<file path="config.mk">
export PLATFORM = sky130hd
export DESIGN_NAME = dcs_ddr2_command_sequencer
export DESIGN_NICKNAME = d
export VERILOG_FILES = /design/src/dcs_pkg.sv /design/src/dcs_ddr2_command_sequencer.sv
export VERILOG_INCLUDE_DIRS = /design/src
export SDC_FILE = /design/constraint.sdc
export NUM_CORES = 1
export LEC_CHECK = 0
export BUFFER_PORTS_ARGS = -buffer_cell sky130_fd_sc_hd__buf_2
export CORE_UTILIZATION = 45
export CTS_BUF_LIST = sky130_fd_sc_hd__clkbuf_4
export DETAILED_ROUTE_END_ITERATION = 16
export PLACE_DENSITY = 0.71
export SLEW_MARGIN = 0
export SYNTH_ARGS = -nofsm -noshare
export SYNTH_HDL_FRONTEND = slang
export SYNTH_SLANG_ARGS = --single-unit
</file>
<file path="constraint.sdc">
create_clock -name clock_i -period 4.05 [get_ports clock_i]
set_clock_uncertainty 0.05 [all_clocks]
set_input_delay 1.0125 -clock clock_i [delete_from_list [all_inputs] [get_ports clock_i]]
set_output_delay 1.0125 -clock clock_i [all_outputs]
set_load 0.01 [all_outputs]
</file>
<file path="src/dcs_params.svh">
// timing counts, pin encodings and fixed values of the ddr2 command sequencer
// assumes a 125 mhz controller clock and one command slot per cycle
// Summary of operation
// - encode commands on row, column, write strobes
// - cke low enters, cke high exits low power
// - mode loads: bank selects register, address carries data
// - mode loads only during initialization
// - precharge all precedes every autorefresh
// - autorefresh at programmed refresh rate
// - pages invalid around every autorefresh
// - autorefresh can never be disabled
// - activate closed row with bank and row
// - wait row-to-column delay after activate
// - precharge all after reset and initialization
// - precharge all before refresh and mode loads
// - precharge all drives address bit ten high
// - bank precharge drives address bit ten low
// - read: column low, column and bank on pins
// - burst of eight, cas latency two to five
// - zero additive latency, read data at cas
// - surplus read beats are discarded
// - rows stay open until page invalid
// - write data starts cas latency minus one
// - every write burst of eight, lanes masked
// - short writes mask remaining beats
// - chip select held low always
`ifndef DCS_PARAMS_SVH
`define DCS_PARAMS_SVH
`define DCS_CLK_MHZ 125
`define DCS_CYC_UP(ns) ((((ns) * `DCS_CLK_MHZ) + 999) / 1000)
`define DCS_TRCD_NS 15
`define DCS_TRP_NS 15
`define DCS_TRFC_NS 128
`define DCS_TXSR_NS 200
`define DCS_TMRD_CYC 2
`define DCS_TXP_CYC 3
`define DCS_BURST_LEN 8
`define DCS_ADDR_BIT_TEN 10
`define DCS_MR_SEL 2'h0
`define DCS_EMR_SEL 2'h1
`define DCS_BL8_CODE 3'h3
`define DCS_EMR_VALUE 13'h0000
`define DCS_CL_MIN 3'h2
`define DCS_CL_MAX 3'h5
`endif

</file>
<file path="src/dcs_pkg.sv">
// types of the ddr2 command sequencer
// command and state encodings fixed here; timing values in dcs_params.svh
`default_nettype none
package dcs_pkg;
	typedef enum logic [2:0] {
		cmd_mode_set       = 3'h0,
		cmd_autorefresh    = 3'h1,
		cmd_precharge_bank = 3'h2,
		cmd_activate       = 3'h3,
		cmd_write_burst    = 3'h4,
		cmd_read_burst     = 3'h5,
		cmd_nop            = 3'h7
	} dcs_cmd_t;
	typedef enum logic [3:0] {
		ST_BOOT_PALL = 4'h0, ST_MRS = 4'h1, ST_CMD_EXT_MODE_SET = 4'h2, ST_INIT_PALL = 4'h3,
		ST_IDLE = 4'h4, ST_REF_PALL = 4'h5, ST_REF = 4'h6, ST_SR_PALL = 4'h7,
		ST_SR_ENTER = 4'h8, ST_SREF = 4'h9, ST_PDN = 4'ha, ST_PRE_BANK = 4'hb,
		ST_ACT = 4'hc, ST_RW = 4'hd, ST_WAIT = 4'he
	} dcs_state_t;
	typedef struct packed {
		logic        write;
		logic [2:0]  bank;
		logic [13:0] row;
		logic [10:0] col;
		logic [3:0]  words;
		logic [3:0]  lane_en;
	} dcs_req_t;
endpackage : dcs_pkg
`default_nettype wire

</file>
<file path="src/dcs_ddr2_command_sequencer.sv">
// ddr2 command sequencer: init, refresh, paging, read and write bursts
// assumes requests held stable until req_ready_o, config inputs on clock_i
`include "dcs_params.svh"
`default_nettype none
module dcs_ddr2_command_sequencer
	import dcs_pkg::*;
#(
	parameter int          RR_W     = 13,
	parameter logic [12:0] EXT_MODE = `DCS_EMR_VALUE
) (
	input  wire logic            clock_i,
	input  wire logic            srst_i,
	input  wire logic            ce_i,
	input  wire logic [2:0]      cas_latency_i,
	input  wire logic [RR_W-1:0] refresh_rate_i,
	input  wire logic            req_valid_i,
	input  wire dcs_req_t        req_i,
	output logic                 req_ready_o,
	input  wire logic            self_refresh_req_i,
	input  wire logic            power_down_req_i,
	output logic                 init_done_o,
	output logic                 mem_clock_enable_o,
	output logic                 mem_chip_select_n_o,
	output logic                 row_strobe_n_o,
	output logic                 column_strobe_n_o,
	output logic                 mem_write_enable_n_o,
	output logic [2:0]           bank_addr_pins_o,
	output logic [13:0]          mem_addr_pins_o,
	output logic [3:0]           data_mask_n_o,
	output logic                 wr_data_en_o,
	output logic                 rd_data_valid_o
);
	localparam int TRCD_C = `DCS_CYC_UP(`DCS_TRCD_NS);
	localparam int TRP_C  = `DCS_CYC_UP(`DCS_TRP_NS);
	localparam int TRFC_C = `DCS_CYC_UP(`DCS_TRFC_NS);
	localparam int TXSR_C = `DCS_CYC_UP(`DCS_TXSR_NS);
	localparam int A10    = `DCS_ADDR_BIT_TEN;
	localparam logic [4:0] BL = 5'(`DCS_BURST_LEN);

	function automatic logic [7:0] wcount(input int n);
		wcount = 8'(n - 1);
	endfunction : wcount

	function automatic logic [2:0] clamp_cl(input logic [2:0] cl);
		clamp_cl = (cl < `DCS_CL_MIN) ? `DCS_CL_MIN : (cl > `DCS_CL_MAX) ? `DCS_CL_MAX : cl;
	endfunction : clamp_cl

	dcs_state_t      state_reg, state_next, ret_reg, ret_next;
	logic [7:0]      wait_reg, wait_next;
	dcs_cmd_t        cmd_next;
	logic [2:0]      ba_next;
	logic [13:0]     addr_next;
	logic            cke_next;
	logic            accept, inval_all, inval_bank, open_bank, ref_clr, boot_done;
	logic [7:0]      page_valid_reg;
	logic [13:0]     page_row_reg [8];
	logic [RR_W-1:0] ref_cnt_reg;
	logic            ref_pending_reg;
	logic            dp_act_reg, dp_write_reg;
	logic [4:0]      dp_time_reg;
	logic [2:0]      dp_lat_reg;
	logic [3:0]      dp_words_reg, dp_lanes_reg;

	// decoding of request, latency and data window
	wire logic [2:0]  cl       = clamp_cl(cas_latency_i);
	wire logic [12:0] mode_val = {6'h0, cl, 1'b0, `DCS_BL8_CODE};
	wire logic        hit      = page_valid_reg[req_i.bank] && page_row_reg[req_i.bank] == req_i.row;
	wire logic        conflict = page_valid_reg[req_i.bank] && !hit;
	wire logic        take     = req_valid_i && !req_ready_o && !dp_act_reg;
	wire logic        ref_tick = ref_cnt_reg >= (refresh_rate_i - RR_W'(1));
	wire logic [4:0]  dp_t1    = dp_time_reg + 5'h1;
	wire logic [4:0]  dp_beat  = dp_t1 - {2'h0, dp_lat_reg};
	wire logic        dp_win   = dp_act_reg && dp_t1 >= {2'h0, dp_lat_reg} && dp_beat < BL;
	wire logic        dp_want  = dp_beat < {1'b0, dp_words_reg};
	wire logic        dp_end   = dp_act_reg && dp_time_reg >= {2'h0, dp_lat_reg} + BL - 5'h1;
	wire logic        st_cmd   = state_reg == ST_RW;
	wire logic [2:0]  pin_cmd  = {row_strobe_n_o, column_strobe_n_o, mem_write_enable_n_o};

	always_comb
	begin
		state_next = state_reg;
		ret_next   = ret_reg;
		wait_next  = wait_reg;
		cmd_next   = cmd_nop;
		ba_next    = 3'h0;
		addr_next  = 14'h0;
		cke_next   = 1'b1;
		accept     = 1'b0;
		inval_all  = 1'b0;
		inval_bank = 1'b0;
		open_bank  = 1'b0;
		ref_clr    = 1'b0;
		boot_done  = 1'b0;
		case (state_reg)
			ST_BOOT_PALL, ST_INIT_PALL, ST_REF_PALL, ST_SR_PALL:
			begin
				if (state_reg == ST_BOOT_PALL && !mem_clock_enable_o)
					state_next = ST_BOOT_PALL; // cke rises with a nop first
				else
				begin
					cmd_next       = cmd_precharge_bank;
					addr_next[A10] = 1'b1;
					inval_all      = 1'b1;
					boot_done      = state_reg == ST_INIT_PALL;
					wait_next      = wcount(TRP_C);
					state_next     = ST_WAIT;
					ret_next       = (state_reg == ST_BOOT_PALL) ? ST_MRS :
					                 (state_reg == ST_INIT_PALL) ? ST_IDLE :
					                 (state_reg == ST_REF_PALL) ? ST_REF : ST_SR_ENTER;
				end
			end
			ST_MRS, ST_CMD_EXT_MODE_SET:
			begin
				cmd_next        = cmd_mode_set;
				ba_next[1:0]    = (state_reg == ST_MRS) ? `DCS_MR_SEL : `DCS_EMR_SEL;
				addr_next[12:0] = (state_reg == ST_MRS) ? mode_val : EXT_MODE;
				wait_next       = wcount(`DCS_TMRD_CYC);
				state_next      = ST_WAIT;
				ret_next        = (state_reg == ST_MRS) ? ST_CMD_EXT_MODE_SET : ST_INIT_PALL;
			end
			ST_IDLE:
			begin
				if (dp_act_reg)
					state_next = ST_IDLE;
				else if (ref_pending_reg)
					state_next = ST_REF_PALL;
				else if (self_refresh_req_i)
					state_next = ST_SR_PALL;
				else if (power_down_req_i)
					state_next = ST_PDN;
				else if (take)
					state_next = hit ? ST_RW : conflict ? ST_PRE_BANK : ST_ACT;
			end
			ST_REF:
			begin
				cmd_next   = cmd_autorefresh;
				inval_all  = 1'b1;
				ref_clr    = 1'b1;
				wait_next  = wcount(TRFC_C);
				state_next = ST_WAIT;
				ret_next   = ST_IDLE;
			end
			ST_SR_ENTER:
			begin
				cmd_next   = cmd_autorefresh;
				cke_next   = 1'b0;
				state_next = ST_SREF;
			end
			ST_SREF, ST_PDN:
			begin
				if ((state_reg == ST_SREF) ? self_refresh_req_i : (power_down_req_i && !ref_pending_reg))
					cke_next = 1'b0;
				else
				begin
					wait_next  = (state_reg == ST_SREF) ? wcount(TXSR_C) : wcount(`DCS_TXP_CYC);
					state_next = ST_WAIT;
					ret_next   = ST_IDLE;
				end
			end
			ST_PRE_BANK:
			begin
				cmd_next   = cmd_precharge_bank;
				ba_next    = req_i.bank;
				inval_bank = 1'b1;
				wait_next  = wcount(TRP_C);
				state_next = ST_WAIT;
				ret_next   = ST_ACT;
			end
			ST_ACT:
			begin
				cmd_next   = cmd_activate;
				ba_next    = req_i.bank;
				addr_next  = req_i.row;
				open_bank  = 1'b1;
				wait_next  = wcount(TRCD_C);
				state_next = ST_WAIT;
				ret_next   = ST_RW;
			end
			ST_RW:
			begin
				cmd_next        = req_i.write ? cmd_write_burst : cmd_read_burst;
				ba_next         = req_i.bank;
				addr_next[10:0] = req_i.col;
				accept          = 1'b1;
				state_next      = ST_IDLE;
			end
			ST_WAIT:
			begin
				if (wait_reg == 8'h0)
					state_next = ret_reg;
				else
					wait_next = wait_reg - 8'h1;
			end
			default:
				state_next = ST_BOOT_PALL;
		endcase
	end

	always_ff @(posedge clock_i)
	begin
		if (srst_i)
		begin
			state_reg <= ST_BOOT_PALL;
			ret_reg   <= ST_IDLE;
			wait_reg  <= 8'h0;
		end
		else if (ce_i)
		begin
			state_reg <= state_next;
			ret_reg   <= ret_next;
			wait_reg  <= wait_next;
		end
	end

	// command pins, always registered
	always_ff @(posedge clock_i)
	begin
		if (srst_i)
		begin
			{row_strobe_n_o, column_strobe_n_o, mem_write_enable_n_o} <= cmd_nop;
			bank_addr_pins_o    <= 3'h0;
			mem_addr_pins_o     <= 14'h0;
			mem_clock_enable_o  <= 1'b0;
			mem_chip_select_n_o <= 1'b0;
			req_ready_o         <= 1'b0;
			init_done_o         <= 1'b0;
		end
		else if (ce_i)
		begin
			{row_strobe_n_o, column_strobe_n_o, mem_write_enable_n_o} <= cmd_next;
			bank_addr_pins_o    <= ba_next;
			mem_addr_pins_o     <= addr_next;
			mem_clock_enable_o  <= cke_next;
			mem_chip_select_n_o <= 1'b0;
			req_ready_o         <= accept;
			init_done_o         <= init_done_o | boot_done;
		end
	end

	// open page table
	always_ff @(posedge clock_i)
	begin
		if (srst_i)
			page_valid_reg <= 8'h0;
		else if (ce_i)
		begin
			if (inval_all)
				page_valid_reg <= 8'h0;
			else if (inval_bank)
				page_valid_reg[req_i.bank] <= 1'b0;
			else if (open_bank)
				page_valid_reg[req_i.bank] <= 1'b1;
		end
	end

	always_ff @(posedge clock_i)
	begin
		if (ce_i && open_bank)
			page_row_reg[req_i.bank] <= req_i.row;
	end

	// refresh interval timer, no disable path; a tick beats a clear
	always_ff @(posedge clock_i)
	begin
		if (srst_i)
		begin
			ref_cnt_reg     <= '0;
			ref_pending_reg <= 1'b0;
		end
		else if (ce_i)
		begin
			ref_cnt_reg     <= ref_tick ? '0 : ref_cnt_reg + RR_W'(1);
			ref_pending_reg <= ref_tick | (ref_pending_reg & ~ref_clr);
		end
	end

	// data phase tracker for one burst
	always_ff @(posedge clock_i)
	begin
		if (srst_i)
		begin
			dp_act_reg   <= 1'b0;
			dp_write_reg <= 1'b0;
			dp_time_reg  <= 5'h0;
			dp_lat_reg   <= 3'h2;
			dp_words_reg <= 4'h0;
			dp_lanes_reg <= 4'h0;
		end
		else if (ce_i)
		begin
			if (st_cmd)
			begin
				dp_act_reg   <= 1'b1;
				dp_write_reg <= req_i.write;
				dp_time_reg  <= 5'h0;
				dp_lat_reg   <= req_i.write ? cl - 3'h1 : cl;
				dp_words_reg <= req_i.words;
				dp_lanes_reg <= req_i.lane_en;
			end
			else if (dp_end)
				dp_act_reg <= 1'b0;
			else if (dp_act_reg)
				dp_time_reg <= dp_t1;
		end
	end

	always_ff @(posedge clock_i)
	begin
		if (srst_i)
		begin
			wr_data_en_o    <= 1'b0;
			rd_data_valid_o <= 1'b0;
			data_mask_n_o   <= 4'h0;
		end
		else if (ce_i)
		begin
			wr_data_en_o    <= dp_win && dp_write_reg;
			rd_data_valid_o <= dp_win && !dp_write_reg && dp_want;
			data_mask_n_o   <= (dp_win && dp_write_reg && dp_want) ? dp_lanes_reg : 4'h0;
		end
	end

	// helpers watched only by assertions
	logic       last_pall_reg;
	logic [4:0] since_act_reg;
	always_ff @(posedge clock_i)
	begin
		if (srst_i)
		begin
			last_pall_reg <= 1'b0;
			since_act_reg <= 5'h0;
		end
		else if (ce_i)
		begin
			if (pin_cmd != cmd_nop)
				last_pall_reg <= pin_cmd == cmd_precharge_bank && mem_addr_pins_o[A10];
			if (pin_cmd == cmd_activate)
				since_act_reg <= 5'h1;
			else if (since_act_reg != 5'h1f)
				since_act_reg <= since_act_reg + 5'h1;
		end
	end
endmodule : dcs_ddr2_command_sequencer
`default_nettype wire

</file>
### Yosys cells after proc, flatten, opt, wreduce, memory -nomap -nowiden

Memory sizes are Yosys's and may differ from the RTL's.
Cells that the tools add are included.

| storage, ports and cells | value |
|---|---|
| flip-flop bits (word level) | 85 |
| bits in latches | 0 |
| RAM bits | 112 |
| bits in read-only memories | 0 |
| bits of input ports | 59 |
| output and inout bits | 30 |
| logic and storage cells | 175 |
| memories kept | 1 |

| operators by class | value |
|---|---|
| add/subtract/negate cells | 8 |
| multiply operators | 0 |
| divide/modulo/power cells | 0 |
| order comparisons | 9 |
| equality and inequality tests | 21 |
| shift-type cells | 0 |
| muxes and demuxes | 64 |
| bitwise operators | 7 |
| reduce and logical (&&, ||, !) cells | 42 |

Memory list:

| memory | depth | width | rd ports | clocked after memory_dff | write ports | line | source |
|---|---|---|---|---|---|---|---|
| page_row_reg | 8 | 14 | 1 | 0 | 1 | dcs_ddr2_command_sequencer.sv:56 | `logic [13:0] page_row_reg [8];` |

Operator list:

| operator | number |
|---|---|
| 2-to-1 mux 4 bit | 14 |
| 2-to-1 mux 8 bit | 6 |
| one-hot mux 8 bit (5 select lines) | 1 |
| one-hot mux 10 bit (3 select lines) | 1 |
| equality test 4 bit (second input constant) | 7 |
| one-hot mux 4 bit (7 select lines) | 1 |
| one-hot mux 4 bit (6 select lines) | 1 |
| 2-to-1 mux 1 bit | 20 |
| 2-to-1 mux 5 bit | 4 |
| 2-to-1 mux 3 bit | 6 |
| one-hot mux 3 bit (6 select lines) | 1 |
| equality test 4 x 3 -> 1 bit (second input constant) | 4 |
| logical AND 1 bit | 15 |
| equality test 14 bit | 1 |
| adder 13 x 1 -> 13 bit (second input constant) | 1 |
| >= comparator 13 bit | 1 |
| 2-to-1 mux 13 bit | 1 |
| subtractor 13 x 1 -> 13 bit (second input constant) | 1 |
| AND 8 bit | 1 |
| equality test 4 x 2 -> 1 bit (second input constant) | 2 |
| logical NOT 8 bit | 1 |
| != test 2 bit (second input constant) | 4 |
| NOT 8 bit | 1 |
| bitwise OR 8 bit | 1 |
| other kinds (40) | 55 |

### Longest topological paths before layout

| depth | value |
|---|---|
| depth after elaboration | 13 |
| gate-level depth with buffers | 13 |
| mapped depth without buffers | 12 |

### Worst setup path after synthesis

Ideal clock, no wire load.

| timing path | value |
|---|---|
| path type | input port to flip-flop |
| start | input port refresh_rate_i[0] |
| end | register ref_cnt_reg[10] |
| setup time | 0.134 ns |
| arrival time | 3.389 ns |
| required time | 3.866 ns |
| setup slack | 0.478 ns |
| cell stages on the path | 13 |
| buffers on the path | 1 |
| path through | inv_1 ha_1 nand2b_1 or4_1 nor4_1 xnor2_1 ha_1 nand4_1 nor2_1 a211oi_1 o21ai_0 clkbuf_1 nor4_1 |

| between the ends | value |
|---|---|
| word-level cells in the longest chain between the ends | 3 |

Ends and longest elaborated chain:

| item | line | source |
|---|---|---|
| start: declaration | dcs_ddr2_command_sequencer.sv:15 | `input wire logic [RR_W-1:0] refresh_rate_i,` |
| subtractor 13 x 1 -> 13 bit | dcs_ddr2_command_sequencer.sv:70 | `wire logic ref_tick = ref_cnt_reg >= (refresh_rate_i - RR_W'(1));` |
| >= comparator 13 bit | dcs_ddr2_command_sequencer.sv:70 |  |
| 2-to-1 mux 13 bit | dcs_ddr2_command_sequencer.sv:272 | `ref_cnt_reg <= ref_tick ? '0 : ref_cnt_reg + RR_W'(1);` |
| end signal: assignment | dcs_ddr2_command_sequencer.sv:272 |  |
| end: declaration | dcs_ddr2_command_sequencer.sv:57 | `logic [RR_W-1:0] ref_cnt_reg;` |

Every way passes these cells.
A chain may end at the register's enable or synchronous reset.

### Final worst setup path

| timing path | value |
|---|---|
| start | input port refresh_rate_i[2] |
| end | register ref_pending_reg |

| between the ends | value |
|---|---|
| word-level cells in the longest chain between the ends | 3 |

Ends and longest elaborated chain:

| item | line | source |
|---|---|---|
| subtractor 13 x 1 -> 13 bit | dcs_ddr2_command_sequencer.sv:70 |  |
| >= comparator 13 bit | dcs_ddr2_command_sequencer.sv:70 |  |
| bitwise OR 1 bit | dcs_ddr2_command_sequencer.sv:273 | `ref_pending_reg <= ref_tick \| (ref_pending_reg & ~ref_clr);` |
| end signal: assignment | dcs_ddr2_command_sequencer.sv:273 |  |
| end: declaration | dcs_ddr2_command_sequencer.sv:58 | `logic ref_pending_reg;` |

Every way passes these cells.

==> flow_summary.toml <==
[outcome]
status = "completed"

[clock_network]
clock-sinks = 197
clockRootBuffer = "clkbuf_4"
cts_hold_repair.buffers = 0
insertion_delay_ns = 0.59
post_cts_resized = 0
cts_buffers = 17
htree_levels = 4
clk_pin_slew_ns = 0.15
cts_tree = "done"
clockBufferDepth = 2
post_cts_buffers = 0

[synth]
syn_area_um2 = 9440
syn_nets = 954
yosys_warnings = 0
yosysSeqAreaShare_pct = 53.6
synth_top_cell_area_share_pct = 35.6
syn_area_per_cell_um2 = 10.9
synth_cells = 864
async_reset_ff_share_pct = 0
synth-seq-cells = 197
synth_edf_count = 112
ys_types = 63
synthFlopType = "edfxtp_1"
synth_top_area_cell = "edfxtp_1"
synthTopCellsByArea = "edfxtp_1 36%, dfxtp_1 18%, mux2i_1 4.7%"

[final_layout]
design_area_um2 = 10500
final_cell_mix = "112 x edfxtp_1, 87 x buf_2, 85 x dfxtp_1"
mostFrequentLayoutCell = "edfxtp_1"
nFillCells = 1839
largest_reg_flops = 112
syn2layout_area_growth_pct = 11.6
fin_nets = 1043
drive_gt1_share_pct = 17.1

[power]
leakagePower_nw = 3.90
peakVddDrop_uv = 198
p_per_area_nw_per_um2 = 355
total_power_mw = 3.75

[timing]
relSlewSlack_pct = 28.5
slew_viol_final = 0
min_period_over_period_pct = 80.2
rsz0062_at_grt = "no"
finalSetupViolCount = 0
fin_ws_ns = 0.800
period_minus_slack_ns = 3.25
worstMarginPinSlew_ns = 1.06
finalSetupTns_ns = 0
fmax_mhz = 308
whs_ns = 0.416
finalHoldViolations = 0

[routing]
wl_per_cell_um = 17.8
totalWireLength_um = 22100
drt_first_pass_iters = 5
drt-vias-per-instance = 5.62
drtIter0Drc = 549
route.detailed.drc = 0
dr_total_vias = 6967
postRouteAntennaNets = 0

[setup_path]
critPathKind = "input port to register"
cp_data_required_time_ns = 4.49
slowest_delay_ns = 0.33
slowest_stage = "nor3b_1"
crit_chain = "buf_2 -> nor3_1 -> nor3b_1 -> nand2b_1 -> nor4_1 -> xnor2_1 -> ha_1 -> a21o_1 -> a21o_1 -> a211oi_1 -> o21ai_0 -> buf_4 -> o31a_1"
arrival_ns = 3.69
start_kind = "input port"
cp_max_fo = 6
worstSetupEndpointType = "register"
path_common_cell = "a21o_1"

[global_routing]
grt_pass1_vias = 6556
grtUsageTotal_pct = 21.1
antenna_found_initial = 3
grt_pass1_wl_um = 35200
grt-ovfl-total = 0
grt_max_degree = 67

[hold_path]
hp-class = "register to register"

[place]
gp_congestion = 0.861
io_buffers = 87
dp_hpwl_um = 15400
place_ws_ns = 0.176
placed_area_um2 = 10300

[die]
dieWidth_um = 147
die-area_um2 = 21600
start_util_pct = 46.2
die_h_um = 147
core-area_um2 = 20400
boundaryPins = 89
core.rowCount = 52

[run]
drv_cap = 0
final cells by class:
| class | count | area, um2 | area share [%] |
|---|---|---|---|
| Antenna cell | 3 | 7.51 | 0.0712 |
| Clock buffer | 18 | 135 | 1.28 |
| Clock inverter | 14 | 133 | 1.26 |
| Inverter | 27 | 101 | 0.961 |
| Multi-Input combinational cell | 591 | 4080 | 38.7 |
| Sequential cell | 197 | 5060 | 48.0 |
| Tap cell | 270 | 338 | 3.20 |
| Timing Repair Buffer | 119 | 688 | 6.53 |
cell families (layout without fill, tap and decap cells):
group                      count (synthesis)  count (layout)  share of synthesized area (%)
DFF                                      197             197                           53.6
other                                      1               4                         0.0397
xor gates and xnor gates                  50              50                           4.64
and+or+nand+nor                          276             276                           14.1
AOI/OAI and AO/OA                        176             176                           12.2
muxes                                     56              56                           7.72
buffers and inverters                     76             178                           3.42
adders and majority gates                 32              32                           4.29
worst paths after layout:
path	start	depth (start not counted)	slack, ns	to
setup reg to reg	state_reg[3]$_SDFFE_PP0P_	7	1.26	wait_reg[4]$_SDFFE_PP0P_
hold reg to reg	ret_reg[1]$_SDFFE_PP0P_	2	0.42	ret_reg[1]$_SDFFE_PP0P_
setup / recovery	refresh_rate_i[2]	13	0.80	ref_pending_reg$_SDFFE_PP0P_
hold / removal	ret_reg[1]$_SDFFE_PP0P_	2	0.42	ret_reg[1]$_SDFFE_PP0P_
through the flow:
stage,instances,utilization (%)
2_1_floorplan,864,-
3_3_place_gp,1204,50.3
3_5_place_dp,1204,50.3
4_1_cts,1236,51.6
5_1_grt,1237,51.6
6_report,1239,51.6
cell usage after synthesis, types with 11 or more instances:
library cell	number
inv_1	26
a22oi_1	15
xnor2_1	26
nand2b_1	12
o22ai_1	14
edfxtp_1	112
xor2_1	24
nor3_1	30
mux2i_1	44
ha_1	30
nand2_1	70
o21ai_0	23
a21oi_1	52
nand3_1	18
nor2b_1	11
dfxtp_1	85
a211oi_1	11
clkbuf_1	33
nor2_1	75
nor4_1	18
routing by layer:
layer | GRT usage, % | share of wire (%)
met1 | 28.7 | 46
met2 | 33.6 | 46
met3 | 4.01 | 5.5
met4 | 7.34 | 2.2
met5 | 0 | 0
power by group:
part | switching, mW | leakage, nW | internal [mW] | total, mW
clock network | 0.720 | 0.144 | 0.281 | 1.00
registers | 0.0453 | 1.69 | 2.15 | 2.19
logic | 0.336 | 2.06 | 0.216 | 0.552
critical path, delay by kind of cell:
kind	cells	cell delay, ns
XOR/XNOR	1	0.13
AND/OR/NAND/NOR	4	0.99
adder cells (fa/ha/maj)	1	0.20
AO/OA/AOI/OAI	5	1.02
buffers and inverters	2	0.33
No activity file was read; power rests on OpenSTA's default activity.
